`src/rtl/trap_vec_pkg.sv`:
```
// Purpose: Shared constants, types and helpers of the trap and reset vectoring block
// Assumes: Word registers on a 32-bit register bus; trap levels 8..15
// Notes: Trap level L is held at index L-8 of every trap bit vector
package trap_vec_pkg;
  // Interrupt numbering
  localparam int NUM_IRQ = 54;
  localparam logic [5:0] VEC_OFS = 6'h08;
  localparam logic [5:0] IRQ_EXT0 = 6'h00;
  localparam logic [5:0] IRQ_SECOND_SERIAL_RECEIVE_IRQ = 6'h18;
  localparam logic [5:0] IRQ_SECOND_SERIAL_TRANSMIT_IRQ = 6'h19;
  localparam logic [5:0] IRQ_LVD = 6'h2A;
  // Program addresses and stack floor
  localparam logic [23:0] RESET_PC = 24'h000000;
  localparam logic [23:0] IVT_BASE = 24'h000004;
  localparam logic [15:0] STACK_FLOOR = 16'h0800;
  // Trap levels and blocking level
  localparam logic [3:0] LVL_MATH = 4'hB;
  localparam logic [3:0] LVL_ADDR = 4'hC;
  localparam logic [3:0] LVL_STACK = 4'hD;
  localparam logic [3:0] LVL_OSC = 4'hE;
  localparam logic [3:0] IPL_BLOCK = 4'h7;
  localparam int HARD_IDX = 4;
  // Register byte offsets
  localparam logic [7:0] REG_CTRL = 8'h00;
  localparam logic [7:0] REG_STK_LIM = 8'h04;
  localparam logic [7:0] REG_RST_STAT = 8'h08;
  localparam logic [7:0] REG_TRAP_STAT = 8'h0C;
  localparam logic [7:0] REG_IRQ_STAT = 8'h10;
  // Reset values
  localparam logic [1:0] CTRL_RST = 2'h0;
  localparam logic [15:0] STK_LIM_RST = 16'hFFFF;
  localparam logic [15:0] FLAGS_RST = 16'h0000;
  // Field positions
  localparam int CTRL_OVF31_EN = 0;
  localparam int CTRL_OVF39_EN = 1;
  localparam int RS_WDT = 0;
  localparam int RS_UNINIT = 1;
  localparam int RS_ILLEGAL = 2;
  localparam int RS_BROWNOUT = 3;
  localparam int RS_LOCKOUT = 4;
  localparam int RS_CONFLICT = 15;
  // AXI responses
  localparam logic [1:0] RESP_OKAY = 2'h0;
  localparam logic [1:0] RESP_SLVERR = 2'h2;

  typedef enum logic [1:0] {RS_IDLE, RS_HOLD, RS_VECTOR} rst_state_t;

  typedef struct packed {
    logic div_zero;
    logic ovf31;
    logic guard_used;
    logic ovf39;
    logic sat_on;
    logic shift_over;
  } math_ev_t;

  typedef struct packed {
    logic d_acc;
    logic d_word;
    logic d_mac;
    logic d_mac_y;
    logic [15:0] d_addr;
    logic p_acc;
    logic [23:0] p_addr;
    logic f_exec;
    logic [23:0] f_addr;
    logic br_lit;
    logic [23:0] br_target;
    logic vec_call;
    logic [23:0] vec_target;
  } mem_ev_t;

  // Slot carries a real source on this variant
  function automatic logic source_present(input logic [5:0] n, input logic has_u2);
    if ((n >= 6'd17 && n <= 6'd22) || (n >= 6'd26 && n <= 6'd41) || n >= 6'd43) begin
      return 1'b0;
    end
    if (n == IRQ_SECOND_SERIAL_RECEIVE_IRQ || n == IRQ_SECOND_SERIAL_TRANSMIT_IRQ) begin
      return has_u2;
    end
    return 1'b1;
  endfunction

  // Vector table entry address for a vector number
  function automatic logic [23:0] vec_addr(input logic [5:0] v);
    return IVT_BASE + {17'h00000, v, 1'b0};
  endfunction
endpackage

```
`src/rtl/trap_and_reset_vectoring.sv`:
```
// Purpose: Trap detection, trap ranking, reset entry and interrupt vectoring
// Assumes: Core signals an instruction boundary, trap acknowledge and trap return
// Notes: Device resets requested here leave the status flags intact
// Contract
// - Each source uses vector number equal to interrupt number plus eight.
// - Low-voltage detect is number 42; listed reserved numbers have no source.
// - Numbers 24 and 25 exist only on variants with second serial port.
// - Any reset initialises state and starts fetching at address zero.
// - Address zero holds a jump; the core executes it to the start.
// - Six error conditions also reset the device, lockout among them.
// - Illegal opcode resets only when executed, never when flushed.
// - Traps are non-maskable, levels 8 to 15, top priority bit set.
// - Priority level 7 outside a trap blocks interrupts but not traps.
// - Detected trap waits until the offending instruction completes.
// - Divide by zero aborts and takes the math error trap.
// - Enabled accumulator overflows at bit 31 or 39 raise math trap.
// - Oversized shift amount raises the math error trap.
// - Misaligned, unimplemented or vector-space fetch accesses raise address error.
// - Literal jumps or execution at unimplemented addresses raise address error.
// - Calling through a vector with invalid address raises address error.
// - Stack pointer above limit or below 0x0800 raises stack error.
// - Oscillator failure with fallback to internal RC raises trap.
// - Levels 8 to 11 are soft; math error sits at 11.
// - Levels 12 to 15 hard: address 12, stack 13, oscillator 14.
// - Hard trap halts code until acknowledged; lower hard trap conflicts.
// - Hard trap conflict resets the device and sets flag bit 15.
// - Natural order breaks ties only between equal user levels.
// - Request interrupts only when its level exceeds current priority level.
//
// The register offsets and register access over AXI4-Lite were decided locally.
`timescale 1ns/1ns
module trap_and_reset_vectoring import trap_vec_pkg::*; #(
  parameter logic HAS_SECOND_SERIAL = 1'b0,
  parameter logic [15:0] DATA_TOP = 16'h0BFF,
  parameter logic [15:0] X_TOP = 16'h09FF,
  parameter logic [23:0] PROG_TOP = 24'h001FFF,
  parameter logic [23:0] VEC_END = 24'h000100
) (
  // Clock and reset
  input wire logic SYS_CLK,
  input wire logic RST_N,
  // Register bus
  input wire logic [7:0] AWADDR,
  input wire logic AWVALID,
  output logic AWREADY,
  input wire logic [31:0] WDATA,
  input wire logic [3:0] WSTRB,
  input wire logic WVALID,
  output logic WREADY,
  output logic [1:0] BRESP,
  output logic BVALID,
  input wire logic BREADY,
  input wire logic [7:0] ARADDR,
  input wire logic ARVALID,
  output logic ARREADY,
  output logic [31:0] RDATA,
  output logic [1:0] RRESP,
  output logic RVALID,
  input wire logic RREADY,
  // Core status
  input wire logic INSTR_DONE,
  input wire logic [3:0] PROCESSOR_PRIORITY_LEVEL,
  input wire logic TRAP_ACK,
  input wire logic TRAP_RETURN,
  // Peripheral requests
  input wire logic [NUM_IRQ-1:0] IRQ_REQ,
  input wire logic [NUM_IRQ-1:0][2:0] IRQ_LEVEL,
  // Trap conditions
  input wire math_ev_t MATH_EV,
  input wire mem_ev_t MEM_EV,
  input wire logic SP_LOAD,
  input wire logic [15:0] SP_VALUE,
  input wire logic OSC_FAIL,
  // Reset conditions
  input wire logic WDT_TIMEOUT,
  input wire logic UNINIT_W_PTR,
  input wire logic ILLEGAL_OPC,
  input wire logic ILLEGAL_FLUSHED,
  input wire logic BROWN_OUT,
  // Core control
  output logic CORE_RESET,
  output logic CORE_HALT,
  output logic PC_FORCE,
  output logic [23:0] PC_VALUE,
  output logic TRAP_TAKE,
  output logic IRQ_TAKE,
  output logic [3:0] NEW_IPL
);
  logic [1:0] ctrl_q;
  logic [15:0] lim_q;
  logic [15:0] flags_q;
  logic [15:0] flags_set;
  logic [15:0] flags_clr;
  logic [5:0] last_vec_q;
  logic [7:0] pend_q;
  logic [7:0] new_t;
  logic [7:0] occ;
  logic [2:0] svc_q;
  logic svc_v_q;
  logic [2:0] taken_q;
  logic wait_ack_q;
  logic [2:0] top_idx;
  logic top_v;
  logic osc_s1_q;
  logic osc_s2_q;
  logic osc_s3_q;
  logic osc_q;
  logic osc_rise;
  logic math_trap;
  logic addr_trap;
  logic stack_trap;
  logic lockout;
  logic conflict;
  logic ill_exec;
  logic rst_req;
  logic take_trap;
  logic take_irq;
  logic arb_hit;
  logic [5:0] arb_num;
  logic [2:0] arb_lvl;
  rst_state_t rst_st_q;
  logic wr_stb;
  logic [7:0] wr_addr;
  logic [31:0] wr_data;
  logic [3:0] wr_strb;
  logic wr_err;
  logic [7:0] rd_addr;
  logic [31:0] rd_data;
  logic rd_err;

  // Program address outside implemented memory
  function automatic logic prog_bad(input logic [23:0] a);
    return a > PROG_TOP;
  endfunction

  // Data address outside the space the access may use
  function automatic logic data_bad(input mem_ev_t e);
    if (e.d_mac) begin
      return e.d_mac_y ? (e.d_addr <= X_TOP || e.d_addr > DATA_TOP) : (e.d_addr > X_TOP);
    end
    return e.d_addr > DATA_TOP;
  endfunction

  // Any occupied trap slot above the given index
  function automatic logic busy_above(input logic [7:0] o, input int idx);
    logic r;
    r = 1'b0;
    for (int j = 0; j < 8; j++) begin
      if (j > idx && o[j]) begin
        r = 1'b1;
      end
    end
    return r;
  endfunction

  axil_slave bus (
    .clk(SYS_CLK),
    .rst_n(RST_N),
    .awaddr(AWADDR),
    .awvalid(AWVALID),
    .awready(AWREADY),
    .wdata(WDATA),
    .wstrb(WSTRB),
    .wvalid(WVALID),
    .wready(WREADY),
    .bresp(BRESP),
    .bvalid(BVALID),
    .bready(BREADY),
    .araddr(ARADDR),
    .arvalid(ARVALID),
    .arready(ARREADY),
    .rdata(RDATA),
    .rresp(RRESP),
    .rvalid(RVALID),
    .rready(RREADY),
    .wr_stb(wr_stb),
    .wr_addr(wr_addr),
    .wr_data(wr_data),
    .wr_strb(wr_strb),
    .wr_err(wr_err),
    .rd_addr(rd_addr),
    .rd_data(rd_data),
    .rd_err(rd_err)
  );

  irq_arbiter arb (
    .req(IRQ_REQ),
    .lvl(IRQ_LEVEL),
    .has_u2(HAS_SECOND_SERIAL),
    .hit(arb_hit),
    .num(arb_num),
    .win_lvl(arb_lvl)
  );

  // Oscillator fail pin: three-stage synchroniser, agreed level only
  always_ff @(posedge SYS_CLK) begin
    if (!RST_N) begin
      osc_s1_q <= 1'b0;
      osc_s2_q <= 1'b0;
      osc_s3_q <= 1'b0;
      osc_q <= 1'b0;
    end else begin
      osc_s1_q <= OSC_FAIL;
      osc_s2_q <= osc_s1_q;
      osc_s3_q <= osc_s2_q;
      if (osc_s2_q == osc_s3_q) begin
        osc_q <= osc_s2_q;
      end
    end
  end
  assign osc_rise = osc_s2_q && osc_s3_q && !osc_q;

  // Trap condition detection
  assign math_trap = MATH_EV.div_zero
    || (ctrl_q[CTRL_OVF31_EN] && MATH_EV.ovf31 && !MATH_EV.guard_used)
    || (ctrl_q[CTRL_OVF39_EN] && MATH_EV.ovf39 && !MATH_EV.sat_on)
    || MATH_EV.shift_over;
  assign addr_trap = (MEM_EV.d_acc && MEM_EV.d_word && MEM_EV.d_addr[0])
    || (MEM_EV.d_acc && data_bad(MEM_EV))
    || (MEM_EV.p_acc && prog_bad(MEM_EV.p_addr))
    || (MEM_EV.f_exec && MEM_EV.f_addr < VEC_END)
    || (MEM_EV.f_exec && prog_bad(MEM_EV.f_addr))
    || (MEM_EV.br_lit && prog_bad(MEM_EV.br_target))
    || (MEM_EV.vec_call && prog_bad(MEM_EV.vec_target));
  assign stack_trap = SP_LOAD && (SP_VALUE > lim_q || SP_VALUE < STACK_FLOOR);

  always_comb begin
    new_t = 8'h00;
    new_t[LVL_MATH[2:0]] = math_trap;
    new_t[LVL_ADDR[2:0]] = addr_trap;
    new_t[LVL_STACK[2:0]] = stack_trap;
    new_t[LVL_OSC[2:0]] = osc_rise;
  end

  // Slots that are pending, acknowledged or in service
  always_comb begin
    occ = pend_q;
    if (svc_v_q) begin
      occ[svc_q] = 1'b1;
    end
  end

  always_comb begin
    conflict = 1'b0;
    for (int i = HARD_IDX; i < 8; i++) begin
      if (new_t[i] && busy_above(occ, i)) begin
        conflict = 1'b1;
      end
    end
  end

  assign lockout = (new_t & (new_t - 8'h01)) != 8'h00;
  assign ill_exec = ILLEGAL_OPC && !ILLEGAL_FLUSHED;
  assign rst_req = WDT_TIMEOUT || UNINIT_W_PTR || ill_exec || BROWN_OUT || lockout || conflict;

  always_comb begin
    top_v = 1'b0;
    top_idx = 3'h0;
    for (int i = 0; i < 8; i++) begin
      if (pend_q[i]) begin
        top_v = 1'b1;
        top_idx = 3'(i);
      end
    end
  end

  // Delivery only at an instruction boundary, traps before interrupts
  assign take_trap = rst_st_q == RS_IDLE && !rst_req && INSTR_DONE && top_v && !wait_ack_q
    && (!svc_v_q || top_idx > svc_q);
  assign take_irq = rst_st_q == RS_IDLE && !rst_req && INSTR_DONE && !top_v && !wait_ack_q
    && PROCESSOR_PRIORITY_LEVEL < IPL_BLOCK
    && arb_hit && {1'b0, arb_lvl} > PROCESSOR_PRIORITY_LEVEL;

  // Reset entry sequence
  always_ff @(posedge SYS_CLK) begin
    if (!RST_N) begin
      rst_st_q <= RS_HOLD;
    end else begin
      unique case (rst_st_q)
        RS_IDLE: begin
          if (rst_req) begin
            rst_st_q <= RS_HOLD;
          end
        end
        RS_HOLD: rst_st_q <= RS_VECTOR;
        RS_VECTOR: rst_st_q <= RS_IDLE;
      endcase
    end
  end

  // Pending traps: detection sets, acknowledge clears, set wins
  always_ff @(posedge SYS_CLK) begin
    if (!RST_N || rst_st_q == RS_HOLD) begin
      pend_q <= 8'h00;
      wait_ack_q <= 1'b0;
      taken_q <= 3'h0;
      svc_v_q <= 1'b0;
      svc_q <= 3'h0;
    end else begin
      pend_q <= (pend_q & ~((TRAP_ACK && wait_ack_q) ? (8'h01 << taken_q) : 8'h00)) | new_t;
      if (take_trap) begin
        wait_ack_q <= 1'b1;
        taken_q <= top_idx;
      end else if (TRAP_ACK && wait_ack_q) begin
        wait_ack_q <= 1'b0;
        svc_v_q <= 1'b1;
        svc_q <= taken_q;
      end else if (TRAP_RETURN) begin
        svc_v_q <= 1'b0;
      end
    end
  end

  // Core control outputs
  always_ff @(posedge SYS_CLK) begin
    if (!RST_N) begin
      CORE_RESET <= 1'b0;
      PC_FORCE <= 1'b0;
      PC_VALUE <= RESET_PC;
      TRAP_TAKE <= 1'b0;
      IRQ_TAKE <= 1'b0;
      NEW_IPL <= 4'h0;
      CORE_HALT <= 1'b0;
      last_vec_q <= 6'h00;
    end else begin
      CORE_RESET <= rst_st_q == RS_HOLD;
      PC_FORCE <= rst_st_q == RS_VECTOR || take_trap || take_irq;
      TRAP_TAKE <= take_trap;
      IRQ_TAKE <= take_irq;
      CORE_HALT <= pend_q[7:HARD_IDX] != 4'h0;
      if (rst_st_q == RS_VECTOR) begin
        PC_VALUE <= RESET_PC;
      end else if (take_trap) begin
        PC_VALUE <= vec_addr({3'h0, top_idx});
        NEW_IPL <= {1'b1, top_idx};
        last_vec_q <= {3'h0, top_idx};
      end else if (take_irq) begin
        PC_VALUE <= vec_addr(arb_num + VEC_OFS);
        NEW_IPL <= {1'b0, arb_lvl};
        last_vec_q <= arb_num + VEC_OFS;
      end
    end
  end

  // Register writes
  always_ff @(posedge SYS_CLK) begin
    if (!RST_N) begin
      ctrl_q <= CTRL_RST;
      lim_q <= STK_LIM_RST;
    end else if (wr_stb) begin
      if (wr_addr == REG_CTRL && wr_strb[0]) begin
        ctrl_q <= wr_data[1:0];
      end
      if (wr_addr == REG_STK_LIM) begin
        if (wr_strb[0]) begin
          lim_q[7:0] <= wr_data[7:0];
        end
        if (wr_strb[1]) begin
          lim_q[15:8] <= wr_data[15:8];
        end
      end
    end
  end

  // Reset cause flags survive the device reset; write one to clear
  always_comb begin
    flags_set = 16'h0000;
    if (rst_st_q == RS_IDLE) begin
      flags_set[RS_WDT] = WDT_TIMEOUT;
      flags_set[RS_UNINIT] = UNINIT_W_PTR;
      flags_set[RS_ILLEGAL] = ill_exec;
      flags_set[RS_BROWNOUT] = BROWN_OUT;
      flags_set[RS_LOCKOUT] = lockout;
      flags_set[RS_CONFLICT] = conflict;
    end
    flags_clr = (wr_stb && wr_addr == REG_RST_STAT) ? {{8{wr_strb[1]}}, {8{wr_strb[0]}}} & wr_data[15:0] : 16'h0000;
  end

  always_ff @(posedge SYS_CLK) begin
    if (!RST_N) begin
      flags_q <= FLAGS_RST;
    end else begin
      flags_q <= (flags_q & ~flags_clr) | flags_set;
    end
  end

  // Register reads and decode
  always_comb begin
    rd_err = 1'b0;
    rd_data = 32'h00000000;
    unique case (rd_addr)
      REG_CTRL: rd_data = {30'h00000000, ctrl_q};
      REG_STK_LIM: rd_data = {16'h0000, lim_q};
      REG_RST_STAT: rd_data = {16'h0000, flags_q};
      REG_TRAP_STAT: rd_data = {20'h00000, svc_v_q, svc_q, pend_q};
      REG_IRQ_STAT: rd_data = {26'h0000000, last_vec_q};
      default: rd_err = 1'b1;
    endcase
  end
  assign wr_err = !(wr_addr == REG_CTRL || wr_addr == REG_STK_LIM || wr_addr == REG_RST_STAT
    || wr_addr == REG_TRAP_STAT || wr_addr == REG_IRQ_STAT);
endmodule

```
`src/rtl/irq_arbiter.sv`:
```
// Purpose: Picks the winning peripheral request by user level, then natural order
// Assumes: Requests are already flagged and enabled by the interrupt flag logic
// Notes: Purely combinational
`timescale 1ns/1ns
module irq_arbiter import trap_vec_pkg::*; #(
  parameter int N = NUM_IRQ
) (
  // Requests
  input wire logic [N-1:0] req,
  input wire logic [N-1:0][2:0] lvl,
  input wire logic has_u2,
  // Winner
  output logic hit,
  output logic [5:0] num,
  output logic [2:0] win_lvl
);
  always_comb begin
    hit = 1'b0;
    num = 6'h00;
    win_lvl = 3'h0;
    for (int i = 0; i < N; i++) begin
      // Strictly greater keeps the lower number on equal levels
      if (req[i] && source_present(6'(i), has_u2) && (!hit || lvl[i] > win_lvl)) begin
        hit = 1'b1;
        num = 6'(i);
        win_lvl = lvl[i];
      end
    end
  end
endmodule

```
`src/rtl/axil_slave.sv`:
```
// Purpose: AXI4-Lite slave front end with a simple register strobe port
// Assumes: One write and one read outstanding at most
// Notes: Write answers two cycles after both halves are in, read one cycle after AR
`timescale 1ns/1ns
module axil_slave import trap_vec_pkg::*; (
  // Clock and reset
  input wire logic clk,
  input wire logic rst_n,
  // Write channels
  input wire logic [7:0] awaddr,
  input wire logic awvalid,
  output logic awready,
  input wire logic [31:0] wdata,
  input wire logic [3:0] wstrb,
  input wire logic wvalid,
  output logic wready,
  output logic [1:0] bresp,
  output logic bvalid,
  input wire logic bready,
  // Read channels
  input wire logic [7:0] araddr,
  input wire logic arvalid,
  output logic arready,
  output logic [31:0] rdata,
  output logic [1:0] rresp,
  output logic rvalid,
  input wire logic rready,
  // Register port
  output logic wr_stb,
  output logic [7:0] wr_addr,
  output logic [31:0] wr_data,
  output logic [3:0] wr_strb,
  input wire logic wr_err,
  output logic [7:0] rd_addr,
  input wire logic [31:0] rd_data,
  input wire logic rd_err
);
  logic aw_got_q;
  logic w_got_q;

  assign wr_stb = aw_got_q && w_got_q && !bvalid;
  assign rd_addr = araddr;

  always_ff @(posedge clk) begin
    if (!rst_n) begin
      aw_got_q <= 1'b0;
      w_got_q <= 1'b0;
      awready <= 1'b0;
      wready <= 1'b0;
      bvalid <= 1'b0;
      bresp <= RESP_OKAY;
      wr_addr <= 8'h00;
      wr_data <= 32'h00000000;
      wr_strb <= 4'h0;
    end else begin
      awready <= !aw_got_q && !(awvalid && awready) && !bvalid;
      wready <= !w_got_q && !(wvalid && wready) && !bvalid;
      if (awvalid && awready) begin
        aw_got_q <= 1'b1;
        wr_addr <= awaddr;
      end
      if (wvalid && wready) begin
        w_got_q <= 1'b1;
        wr_data <= wdata;
        wr_strb <= wstrb;
      end
      if (wr_stb) begin
        aw_got_q <= 1'b0;
        w_got_q <= 1'b0;
        bvalid <= 1'b1;
        bresp <= wr_err ? RESP_SLVERR : RESP_OKAY;
      end else if (bvalid && bready) begin
        bvalid <= 1'b0;
      end
    end
  end

  always_ff @(posedge clk) begin
    if (!rst_n) begin
      arready <= 1'b0;
      rvalid <= 1'b0;
      rdata <= 32'h00000000;
      rresp <= RESP_OKAY;
    end else begin
      arready <= !rvalid && !(arvalid && arready);
      if (arvalid && arready) begin
        rvalid <= 1'b1;
        rdata <= rd_err ? 32'h00000000 : rd_data;
        rresp <= rd_err ? RESP_SLVERR : RESP_OKAY;
      end else if (rvalid && rready) begin
        rvalid <= 1'b0;
      end
    end
  end
endmodule

```
`config.mk`:
```
export PLATFORM = sky130hd
export DESIGN_NAME = trap_and_reset_vectoring
export DESIGN_NICKNAME = d
export VERILOG_FILES = /design/src/rtl/trap_vec_pkg.sv /design/src/rtl/trap_and_reset_vectoring.sv /design/src/rtl/irq_arbiter.sv /design/src/rtl/axil_slave.sv
export SDC_FILE = /design/constraint.sdc
export NUM_CORES = 1
export LEC_CHECK = 0
export BUFFER_PORTS_ARGS = -buffer_cell sky130_fd_sc_hd__buf_4
export CAP_MARGIN = 20
export CORE_AREA = 2 2 194 196
export CTS_BUF_LIST = sky130_fd_sc_hd__clkbuf_8
export DETAILED_ROUTE_END_ITERATION = 12
export DIE_AREA = 0 0 196 198
export PLACE_DENSITY_LB_ADDON = 0.08
export REMOVE_ABC_BUFFERS = 1
export SLEW_MARGIN = 10
export SYNTH_ARGS = -nofsm -noshare
export SYNTH_HDL_FRONTEND = slang
export SYNTH_SLANG_ARGS = --single-unit
```
`constraint.sdc`:
```
create_clock -name SYS_CLK -period 72.7 [get_ports SYS_CLK]
set_input_delay 3.635 -clock SYS_CLK [delete_from_list [all_inputs] [get_ports SYS_CLK]]
set_output_delay 3.635 -clock SYS_CLK [all_outputs]
set_load 0.05 [all_outputs]
```
# == Yosys cells after proc, flatten, opt, wreduce, memory -nomap -nowiden ==
# Cells that the tools add are included.
# W data, S select, Z words.
# word_totals
ff_bits,164
inputBits,431
out_inout_bits,74
# classes
n_addsub,4
magnitude_cmp,33
n_eq_ne,12
shifts,1
n_mux,111
n_bitwise,12
reduce_logical,158
# op_table
op,n
$mux W6,19
$gt A24 B13 Y1 const B,4
$pmux W16 S5,1
$mux W3,25
$logic_and A1 B1 Y1,63
$gt A3 B3 Y1,19
$mux W1,52
$mux W24,2
$logic_or A1 B1 Y1,42
$logic_not A1 Y1,34
$and A16 B16 Y16,2
$eq A8 B4 Y1 const B,4
$gt A16 B12 Y1 const B,2
$mux W16,2
$lt A24 B9 Y1 const B,1
$eq A8 B3 Y1 const B,2
$eq A8 B5 Y1 const B,2
$gt A16 B16 Y1,1
$le A16 B12 Y1 const B,1
$logic_not A8 Y1,2
$lt A16 B12 Y1 const B,1
$mux W8,2
$not A16 Y16,1
$or A16 B16 Y16,1
other kinds (32),46

# == Longest topological paths before layout ==
# Gate-level depths: netlist (run 1).
# logic_depth
depth_word,77
mapped_depth,162
ltp_nobuf,158

# == By module ==
# Synthesis (run 1) repeated with hierarchy kept, for this count alone.
# hier_totals
hier_cells,1351
area_unflattened_um2,10757.8
# modules_own_cells
mod,n_inst,cells_per_inst,area_each_um2
trap_and_reset_vectoring,1,538,4513.1
axil_slave,1,378,3360.7
irq_arbiter,1,435,2884.0

# == Worst setup path before layout (run 1) ==
# Ideal clock, no wire load.
# synth_path
path_type,input port to flip-flop
startpoint,input port IRQ_REQ[0]
endpoint,register NEW_IPL[1]
t_arrival_ns,28.384
required_time_ns,72.629
setup_slack_ns,44.245
cell_stages,146
path_cell_list,buf_2 > nand2_1 > ha_1 > nand3_2 > and3_1 > a211oi_1 > ha_1 > nor2b_1 > o311a_1 > or2_0 > a32oi_1 > inv_1 > ha_1 > a21oi_1 > a32oi_1 > o21ai_2 > mux2_2 > inv_1 > [110 not listed] > and2_1 > ha_1 > a21o_1 > a21oi_1 > a31oi_1 > o21ai_0 > clkbuf_1 > a21oi_1 > ha_1 > a21o_1 > a21oi_1 > a311oi_1 > o41ai_2 > nand2_1 > nand2_1 > or3_1 > a311o_1 > a21oi_1
# synth_via
elab_chain_len,77
word_cells_on_any_way,117
cone_classes,order compare (19); mux (40); reduce/logical (58)
# synth_lines
item,line,text
start: declaration,trap_and_reset_vectoring.sv:66,"input wire logic [NUM_IRQ-1:0] IRQ_REQ,"
$mux W3 or $mux W1 (tied branches),irq_arbiter.sv:23,"if (req[i] && source_present(6'(i), has_u2) && (!hit || lvl[i] > win_lvl)) begin"
$gt A3 B3 Y1 or $logic_not A1 Y1 (tied branches),irq_arbiter.sv:23,
$logic_or A1 B1 Y1,irq_arbiter.sv:23,
$logic_and A1 B1 Y1,irq_arbiter.sv:23,
$mux W3 or $mux W1 (tied branches),irq_arbiter.sv:23,
$gt A3 B3 Y1 or $logic_not A1 Y1 (tied branches),irq_arbiter.sv:23,
$logic_or A1 B1 Y1,irq_arbiter.sv:23,
$logic_and A1 B1 Y1,irq_arbiter.sv:23,
[61 not listed],-,
$gt A3 B3 Y1 or $logic_not A1 Y1 (tied branches),-,
$logic_or A1 B1 Y1,irq_arbiter.sv:23,
$logic_and A1 B1 Y1,irq_arbiter.sv:23,
$mux W3 or $mux W1 (tied branches),irq_arbiter.sv:23,
$gt A3 B4 Y1 or $logic_and A1 B1 Y1 (tied branches),trap_and_reset_vectoring.sv:272,"&& arb_hit && {1'b0, arb_lvl} > PROCESSOR_PRIORITY_LEVEL;"
$logic_and A1 B1 Y1,trap_and_reset_vectoring.sv:272,
$reduce_bool A2 Y1 (no source line),-,
$reduce_and A2 Y1 (no source line),-,
end signal: assignment,trap_and_reset_vectoring.sv:335,"NEW_IPL <= {1'b1, top_idx};"
end signal: assignment,trap_and_reset_vectoring.sv:339,"NEW_IPL <= {1'b0, arb_lvl};"
end: declaration,trap_and_reset_vectoring.sv:87,output logic [3:0] NEW_IPL
# Parallel ways exist; a longest one is shown, timed or not. The select of a mux whose other input is x is not followed.
# A chain may end at the register's enable or synchronous reset.

# == Worst setup path in the final report (run 1) ==
# layout_path
startpoint,input port IRQ_REQ[0]
endpoint,register last_vec_q[1]
# layout_via
elab_chain_len,77
word_cells_on_any_way,136
cone_classes,add/sub (1); order compare (19); mux (58); reduce/logical (58)
# layout_lines
item,line,text
branches (longest 77 deep; another with $gt A3 B3 Y1),-,
end signal: assignment,trap_and_reset_vectoring.sv:336,"last_vec_q <= {3'h0, top_idx};"
end signal: assignment,trap_and_reset_vectoring.sv:340,last_vec_q <= arb_num + VEC_OFS;
end: declaration,trap_and_reset_vectoring.sv:94,logic [5:0] last_vec_q;
# Parallel ways; which one is timed is not known. The select of a mux whose other input is x is not followed.

==> reports/qor.yml, run 1 <==
die:
  core_mm2: 0.0370
  start_util_pct: 24.0
  die_h_um: 198
  die_w_um: 196
  die_area_mm2: 0.0388
  fp-row-count: 71
  pin_count: 505
detailed_routing:
  vias: 8889
  drt-wirelength-per-cell_um: 16.7
  wl_um: 31400
  route.detailed.drc: 0
  dr.first_iter.drc_count: 350
  viasPerCell: 4.73
  drt_pass1_iterations: 4
  ant_nets: 0
setup_path:
  start_kind: "primary input"
  cp.buffers_inverters: 6
  crit_fanout: 12
  max_stage_delay_ns: 0.55
  crit_type: "primary input to register"
  required_ns: 73.07
  endpoint_kind: "register"
  path_common_cell: "a21oi_1"
  cpLargestDelayFamily: "compound AO/OA/AOI/OAI gates"
  worstPathArrival_ns: 32.92
  crit_slowest_cell: "o21ai_1"
worst_hold_path:
  hold_path.class: "register to register"
yosys:
  yosysMostFrequentCell: "nand2_1"
  synthesis.area_mm2: 0.00888
  synth_warnings: 0
  synth_top_area_cell: "dfxtp_1"
  synth_ff_type: "dfxtp_1"
  synth_top_area_share_pct: 29.1
  synth_seq_cells: 129
  async_reset_ff_share_pct: 0
  avgSynthCellArea_um2: 7.72
  synth_cells: 1151
  synth_commonest_cells: "nand2_1, dfxtp_1, a21oi_1, nor2_1, inv_1"
  synth_cell_types: 96
  synth.area.top_cells: "dfxtp_1, ha_1, nand2_1"
  synth-edff-count: 0
  yosysSeqAreaShare_pct: 29.1
timing:
  worst_pin_slew_ns: 0.794
  maxSlewHeadroom_pct: 46.7
  clock_skew_ns: 0.0244
  slew_violations: 0
  period_share_pct: 44.8
  finalSetupTns_ns: 0
  finalSetupViolCount: 0
  hold_viol: 0
  rsz0062_at_grt: "false"
  max_freq_ghz: 0.0307
  min_period_ns: 32.55
global_route:
  grt_max_degree: 61
  grt_pass1_vias: 8546
  antenna_found_initial: 0
  grt-ovfl-total: 0
  grt_pass1_wl_um: 48100
  grt_use_total_pct: 15.9
clock_network:
  clock_sinks: 129
  holdBufCountCts: 0
  cts_tree: "built"
  post_cts_resized: 0
  numCtsBuffers: 17
  cts_buffer_depth: 2
  cts.clk_slew.worst_paths_ns: 0.08
  ctsHtreeMaxLevel: 4
  post-cts-setup-buffers: 0
  cts_root_buf: "clkbuf_8"
  insertion_delay_ns: 0.46
finish:
  drive_gt1_share_pct: 24.4
  syn2layout_area_growth_pct: 29.4
  nNetsFinal: 1894
  diodes: 0
power:
  power.leakage_nw: 5.12
  power.density_mw_per_mm2: 28.1
  power.total_w: 0.000323
  ir_drop_v: 0.0000128
job:
  cap_violations: 0
run_status:
  status: "completed"
placed_design:
  portBuffers: 256
  gp_congestion: 0.810
  hpwl_um: 25700
## layer usage
layer  vias to the layer above  global-route usage, %  wire length, µm
met1                      4080                   22.0            15300
met3                        24                   2.69             1460
met5                         -                      0                0
met4                         0                   3.79              408
met2                       238                   25.6            14200
li1                       4547                      -                -
## per-stage QoR
| step | util [%] | area, µm² | cells | hold WS [ns] | worst slack (ns) |
|---|---|---|---|---|---|
| after floorplan | - | 8600 | 1112 | 0.410 | 43.99 |
| after global placement | 30.1 | 11100 | 1845 | 0.413 | 39.77 |
| after detailed placement | 30.1 | 11100 | 1845 | 0.420 | 39.63 |
| after CTS | 31.1 | 11500 | 1877 | 0.435 | 40.03 |
| after global routing | 31.1 | 11500 | 1878 | 0.451 | 37.24 |
| final | 31.1 | 11500 | 1878 | 0.436 | 40.15 |
## worst register-to-register path, stage by stage (launching register included)
cell and delay, ns:
dfxtp_1 0.38, inv_1 0.08, ha_1 0.29, a21o_1 0.18, a21o_1 0.17, a21oi_1 0.16, o21bai_1 0.11, a211oi_1 0.68
o31ai_1 0.25, a2111oi_2 0.72, and3b_1 0.32, nand2_1 0.41, and4_1 0.43, or3_1 0.35, a21oi_1 0.15
## final cells by class
class	count	area (µm²)
clock buffers	17	234
clock inverters	15	116
fillers	4117	25500
inverters	75	282
multi-input cells	908	5730
flip-flops and latches	129	2580
well taps	474	593
repair buffers	260	1960
## report_power, final
group	leakage, nW	switching, W	total [W]	internal [W]
clock network	0.160	0.0000318	0.0000556	0.0000238
registers	1.05	0.00000184	0.0000747	0.0000729
logic	3.92	0.000110	0.000192	0.0000820
## worst paths after layout
path,startpoint,to,slack (ns),depth (start not counted)
setup / recovery,IRQ_REQ[0],last_vec_q[1],40.15,145
hold / removal,flags_q[8],flags_q[8],0.44,2
setup reg to reg,lim_q[2],last_vec_q[1],67.94,14
hold reg to reg,flags_q[8],flags_q[8],0.44,2
## kinds of logic after synthesis
family	Yosys count	share of synthesized area [%]
AOI/OAI and AO/OA	327	24.8
xor gates and xnor gates	5	0.493
adders and majority gates	74	10.4
buffers and inverters	148	7.84
DFF	129	29.1
muxes	26	3.31
other	1	0.0422
and+or+nand+nor	441	24.0
## flip-flops by register name (all words and copies together) (netlist names), 2 cells and up
register,flops
last_vec_q,6
PC_VALUE,7
bus.wr_addr,8
svc_q,3
NEW_IPL,4
taken_q,3
rst_st_q,2
bus.wr_data,16
flags_q,16
bus.rdata,16
pend_q,8
bus.wr_strb,2
lim_q,16
ctrl_q,2
## cell usage in the layout, fill, tap and decap left out, types with 5 or more instances in the layout
cell,instances
mux2i_1,8
nand3b_1,9
conb_1,35
dfxtp_1,129
o21ai_1,5
a21oi_1,105
nor2b_1,16
nand3_1,27
inv_1,75
mux2_2,15
a221oi_1,9
and2_1,17
buf_4,259
a31oi_1,5
o21ai_0,51
a211oi_1,8
a21o_1,15
a32o_1,5
a32oi_1,5
o211ai_1,23
ha_1,72
nand2b_1,13
nor3_1,28
nand2_1,183
o21a_1,12
clkinvlp_4,7
and3_1,11
nor4_1,14
nor2_1,82
a22oi_1,22
clkbuf_8,17
No activity file was read; power rests on OpenSTA's default activity.
==> inputs of run 2 (changes only) <==
Settings changed: CORE_AREA 2 2 194 196 to 2 2 196 198, DIE_AREA 0 0 196 198 to 0 0 198 200.
Clock period 72.7 ns to 34.1 ns, I/O delays scaled along.
==> reports/qor.yml, run 2 (synthesis results as in run 1) <==
setup_path:
  required_ns: 34.40  # was 73.07 ns
  max_stage_delay_ns: 0.59  # was 0.55 ns
  start_kind: "primary input"  # unchanged
  crit_fanout: 12  # unchanged
  crit_type: "primary input to register"  # unchanged
  endpoint_kind: "register"  # unchanged
  crit_slowest_cell: "o21ai_1"  # unchanged
  worstPathArrival_ns: 31.15  # was 32.92 ns
  path_common_cell: "ha_1"  # was a21oi_1
timing:
  min_period_ns: 30.84
  hold_viol: 0  # unchanged
  worst_pin_slew_ns: 0.740  # was 0.794 ns
  finalSetupViolCount: 0  # unchanged
  clock_skew_ns: 0.0199  # was 0.0244 ns
  period_share_pct: 90.5
  slew_violations: 0  # unchanged
  rsz0062_at_grt: "false"  # unchanged
  maxSlewHeadroom_pct: 50.3  # was 46.7%
  finalSetupTns_ns: 0  # unchanged
  max_freq_ghz: 0.0324
  holdWs_ns: 0.434  # was 0.436 ns
global_route:
  grt_max_degree: 61  # unchanged
  grt_pass1_wl_um: 47700  # was 48100 µm
  met3_usage_pct: 2.60  # was 2.69%
  grt_use_total_pct: 15.6  # was 15.9%
  use_met1_pct: 21.9  # was 22.0%
  antenna_found_initial: 0  # unchanged
  gr-max-usage-layer: "met2"  # unchanged
  grt-ovfl-total: 0  # unchanged
  grt_use_met2_pct: 25.2  # was 25.6%
  grt_pass1_vias: 8396  # was 8546
clock_network:
  numCtsBuffers: 17  # unchanged
  holdBufCountCts: 0  # unchanged
  clock_sinks: 129  # unchanged
  cts.clk_slew.worst_paths_ns: 0.08  # about the same
  insertion_delay_ns: 0.45  # was 0.46 ns
  ctsHtreeMaxLevel: 4  # unchanged
  post-cts-setup-buffers: 0  # unchanged
  cts_buffer_depth: 2  # unchanged
  cts_root_buf: "clkbuf_8"  # unchanged
  post_cts_resized: 0  # unchanged
  cts_tree: "built"  # unchanged
die:
  die_w_um: 198  # was 196 µm
  pin_count: 505  # unchanged
  die_h_um: 200  # was 198 µm
  fp-row-count: 71  # unchanged
  core_mm2: 0.0374  # was 0.0370 mm²
  start_util_pct: 23.8  # was 24.0%
  die_area_mm2: 0.0396  # was 0.0388 mm²
detailed_routing:
  vias: 8854  # was 8889
  wl_um: 31900  # was 31400 µm
  ant_nets: 0  # unchanged
  viasPerCell: 4.62  # was 4.73
  drt_pass1_iterations: 5  # was 4
  drt-wirelength-per-cell_um: 16.6  # was 16.7 µm
  route.detailed.drc: 0  # unchanged
  dr.first_iter.drc_count: 427  # was 350
finish:
  drive_gt1_share_pct: 24.4  # about the same
  nNetsFinal: 1894  # unchanged
  fillers: 4097  # was 4117
  diodes: 0  # unchanged
  post-route-cell-area_mm2: 0.0116  # was 0.0115 mm²
  syn2layout_area_growth_pct: 30.5  # was 29.4%
  layout_common_cells: "buf_4, nand2_1, dfxtp_1, a21oi_1, nor2_1"  # unchanged
  fin_util_pct: 31.0  # was 31.1%
  final_common_cell: "buf_4"  # unchanged
placed_design:
  hpwl_um: 26100  # was 25700 µm
  post_dp_cell_area_mm2: 0.0112  # was 0.0111 mm²
  gp_congestion: 0.788  # was 0.810
  portBuffers: 256  # unchanged
power:
  clkPwrFrac_pct: 19.3  # was 17.2%
  sequentialPowerShare_pct: 22.8  # was 23.2%
  switching_power_w: 0.000303  # was 0.000144 W
  power.total_w: 0.000700  # was 0.000323 W
  p_sw_share_pct: 43.2  # was 44.6%
  p_int_w: 0.000398  # was 0.000179 W
  combPwrFrac_pct: 57.9  # was 59.6%
  ir_drop_v: 0.0000252  # was 0.0000128 V
  power.density_mw_per_mm2: 60.4  # was 28.1 mW/mm²
  power.leakage_nw: 5.17  # was 5.12 nW
job:
  cap_violations: 0  # unchanged
worst_hold_path:
  hold_path.class: "register to register"  # unchanged
run_status:
  status: "completed"  # unchanged
[run 2: cell types whose count changed in the layout (fill, tap and decap cells not counted), sizes merged]
cell	previous run	this run
clkinvlp	7	1
clkinv	5	8
bufinv	0	2
clkbuf	17	18
[run 2: critical path, delay by kind of cell]
kind                     cells  cell delay, ns
AO/OA/AOI/OAI               71           14.53
adder cells (fa/ha/maj)     21            6.16
buffers and inverters        6            0.66
multiplexers                 3            1.12
AND/OR/NAND/NOR             43            6.97
[run 2: metrics by stage]
stage / setup slack, ns / cells
floorplan: 7.32 / 1112
global route: 0.379 / 1915
finish: 3.26 / 1915
CTS: 3.08 / 1914
global placement: 2.76 / 1882
detailed placement: 2.71 / 1882
[run 2: layer usage]
metal | wire length [µm] | part of all wire [%]
met5 | 0 | 0
met3 | 1650 | 5.2
met1 | 15500 | 49
met4 | 165 | 0.52
met2 | 14500 | 46
[run 2: area by class of cell]
| cell class | count | area (µm²) | area share (%) |
|---|---|---|---|
| repair buffers | 260 | 1950 | 16.8 |
| flip-flops and latches | 129 | 2580 | 22.3 |
| clock buffers | 18 | 248 | 2.14 |
| clock inverters | 14 | 156 | 1.35 |
| inverters | 75 | 282 | 2.43 |
| multi-input cells | 908 | 5730 | 49.4 |
| well taps | 511 | 639 | 5.52 |
[run 2: path summary, 6_finish.rpt]
| path | startpoint | endpoint | slack [ns] | cells after the start |
|---|---|---|---|---|
| max reg2reg | lim_q[2] | last_vec_q[0] | 29.45 | 15 |
| min reg2reg | flags_q[8] | flags_q[8] | 0.43 | 2 |
| min | flags_q[8] | flags_q[8] | 0.43 | 2 |
| max | IRQ_REQ[0] | last_vec_q[0] | 3.26 | 144 |
[run 2: power by group through the flow]
stage | clock [W] | sequential, W | combinational [W]
CTS | 0.000140 | 0.000159 | 0.000411
detailed placement | 0 | 0.000163 | 0.000408
floorplan | 0 | 0.000166 | 0.000295
finish | 0.000135 | 0.000159 | 0.000406
global route | 0.000146 | 0.000160 | 0.000461
global placement | 0 | 0.000163 | 0.000409
==> inputs of run 3 (changes only) <==
Settings changed: CORE_AREA 2 2 196 198 to 10 10 191 193, DIE_AREA 0 0 198 200 to 0 0 201 203.
Clock period 34.1 ns to 37.1 ns, I/O delays scaled along.
==> reports/qor.yml, run 3 (synthesis results as in run 1) <==
detailed_routing:
  vias: 8864  # was 8854
  drt-wirelength-per-cell_um: 17.5  # was 16.6 µm
  drt_pass1_iterations: 5  # unchanged
  wl_um: 32300  # was 31900 µm
  viasPerCell: 4.80  # was 4.62
  route.detailed.drc: 0  # unchanged
  dr.first_iter.drc_count: 452  # was 427
  ant_nets: 0  # unchanged
power:
  switching_power_w: 0.000281  # was 0.000303 W
  combPwrFrac_pct: 58.4  # was 57.9%
  p_int_w: 0.000354  # was 0.000398 W
  clkPwrFrac_pct: 18.6  # was 19.3%
  sequentialPowerShare_pct: 23.0  # was 22.8%
  power.leakage_nw: 5.14  # was 5.17 nW
  ir_drop_v: 0.0000257  # was 0.0000252 V
  p_sw_share_pct: 44.3  # was 43.2%
  power.density_mw_per_mm2: 55.4  # was 60.4 mW/mm²
setup_path:
  ff2ff_setup_slack_ns: 32.50  # was 29.45 ns
  start_kind: "primary input"  # unchanged
  cp.buffers_inverters: 6  # unchanged
  rr_startpoint: "lim_q[2]"  # unchanged
  cpLargestDelayFamily: "compound AO/OA/AOI/OAI gates"  # unchanged
  worstPathArrival_ns: 31.53  # was 31.15 ns
  cp-startpoint: "IRQ_REQ[0]"  # unchanged
  crit_type: "primary input to register"  # unchanged
  required_ns: 37.45  # was 34.40 ns
  max_stage_delay_ns: 0.58  # was 0.59 ns
  crit_slowest_cell: "o21ai_1"  # unchanged
  crit_fanout: 12  # unchanged
  endpoint_kind: "register"  # unchanged
global_route:
  grt_use_total_pct: 15.5  # was 15.6%
  grt_pass1_wl_um: 51400  # was 47700 µm
  grt_max_degree: 41  # was 61
  grt-ovfl-total: 0  # unchanged
  antenna_found_initial: 1  # was 0
  grt_pass1_vias: 9136  # was 8396
timing:
  rsz0062_at_grt: "false"  # unchanged
  clock_skew_ns: 0.0146  # was 0.0199 ns
  worst_pin_slew_ns: 0.977  # was 0.740 ns
  slew_violations: 0  # unchanged
  max_freq_ghz: 0.0321
  finalSetupViolCount: 0  # unchanged
  period_share_pct: 84.0
  finalSetupTns_ns: 0  # unchanged
  min_period_ns: 31.18
  maxSlewHeadroom_pct: 34.6  # was 50.3%
  hold_viol: 0  # unchanged
clock_network:
  holdBufCountCts: 0  # unchanged
  cts_buffer_depth: 2  # unchanged
  cts.clk_slew.worst_paths_ns: 0.08  # about the same
  post-cts-setup-buffers: 0  # unchanged
  clock_sinks: 129  # unchanged
  ctsHtreeMaxLevel: 4  # unchanged
  post_cts_resized: 0  # unchanged
  numCtsBuffers: 17  # unchanged
  cts_tree: "built"  # unchanged
  cts_root_buf: "clkbuf_8"  # unchanged
  insertion_delay_ns: 0.45  # about the same
placed_design:
  gp_congestion: 0.810  # was 0.788
  hpwl_um: 27000  # was 26100 µm
  placedCellCount: 1812  # was 1882
  portBuffers: 256  # unchanged
finish:
  nNetsFinal: 1892  # was 1894
  drive_gt1_share_pct: 24.3  # was 24.4%
  layout_common_cells: "buf_4, nand2_1, dfxtp_1, a21oi_1, nor2_1"  # unchanged
  layout.cells.non_filler: 1845  # was 1915
  fillers: 3551  # was 4097
  final_common_cell: "buf_4"  # unchanged
  syn2layout_area_growth_pct: 29.1  # was 30.5%
die:
  core_mm2: 0.0325  # was 0.0374 mm²
  start_util_pct: 27.4  # was 23.8%
  fp-row-count: 66  # was 71
  die_w_um: 201  # was 198 µm
  die_area_mm2: 0.0408  # was 0.0396 mm²
  pin_count: 505  # unchanged
  die_h_um: 203  # was 200 µm
run_status:
  status: "completed"  # unchanged
worst_hold_path:
  hold_path.class: "register to register"  # unchanged
  hold_start: "flags_q[11]"  # was flags_q[8]
job:
  cap_violations: 0  # unchanged
run 3: worst paths after layout:
check / end / cells past startpoint
worst max-delay path: last_vec_q[1] / 145
worst min-delay path: flags_q[11] / 2
worst max register to register: last_vec_q[1] / 14
worst min register to register: flags_q[11] / 2
run 3: power groups by stage:
stage | clock network (W) | logic [W] | registers [W]
3_5_place_dp | 0 | 0.000372 | 0.000150
6_report | 0.000118 | 0.000371 | 0.000146
3_3_place_gp | 0 | 0.000369 | 0.000149
5_1_grt | 0.000128 | 0.000429 | 0.000147
4_1_cts | 0.000122 | 0.000374 | 0.000146
2_1_floorplan | 0 | 0.000271 | 0.000152
run 3: per-stage QoR:
step	cell area [µm²]	worst slack [ns]	utilization (%)	total power, W	hold slack (ns)
floorplan	8600	10.17	-	0.000424	0.410
global placement	11100	5.23	34.2	0.000519	0.416
detailed placement	11100	5.13	34.2	0.000521	0.424
CTS	11500	5.54	35.3	0.000642	0.438
global route	11500	2.59	35.3	0.000704	0.462
finish	11500	5.92	35.3	0.000636	0.432
run 3: worst reg2reg max path, cell delays in order (launching register included):
cell and delay (ns):
dfxtp_1 0.37, inv_1 0.09, ha_1 0.30, a21o_1 0.18, a21o_1 0.17, a21oi_1 0.15, o21bai_1 0.10, a211oi_1 0.54
o31ai_1 0.22, a2111oi_2 0.74, and3b_1 0.34, nand2_1 0.38, and4_1 0.39, or3_1 0.39, a21oi_1 0.16
run 3: final cells by class:
type	count	area [µm²]	area share, %
antenna	1	2.50	0.0218
clock buffer	18	248	2.16
clock inverter	14	135	1.18
inverter	75	282	2.45
multi-input combinational	908	5730	50.0
sequential	129	2580	22.5
tap	442	553	4.82
timing repair buffer	258	1940	16.9
run 3: layer usage:
layer	track usage, %	vias up	wire, µm
li1	-	4553	-
met1	21.3	4037	16200
met2	24.7	261	14300
met3	3.55	13	1730
met4	2.43	0	180
met5	0	-	0
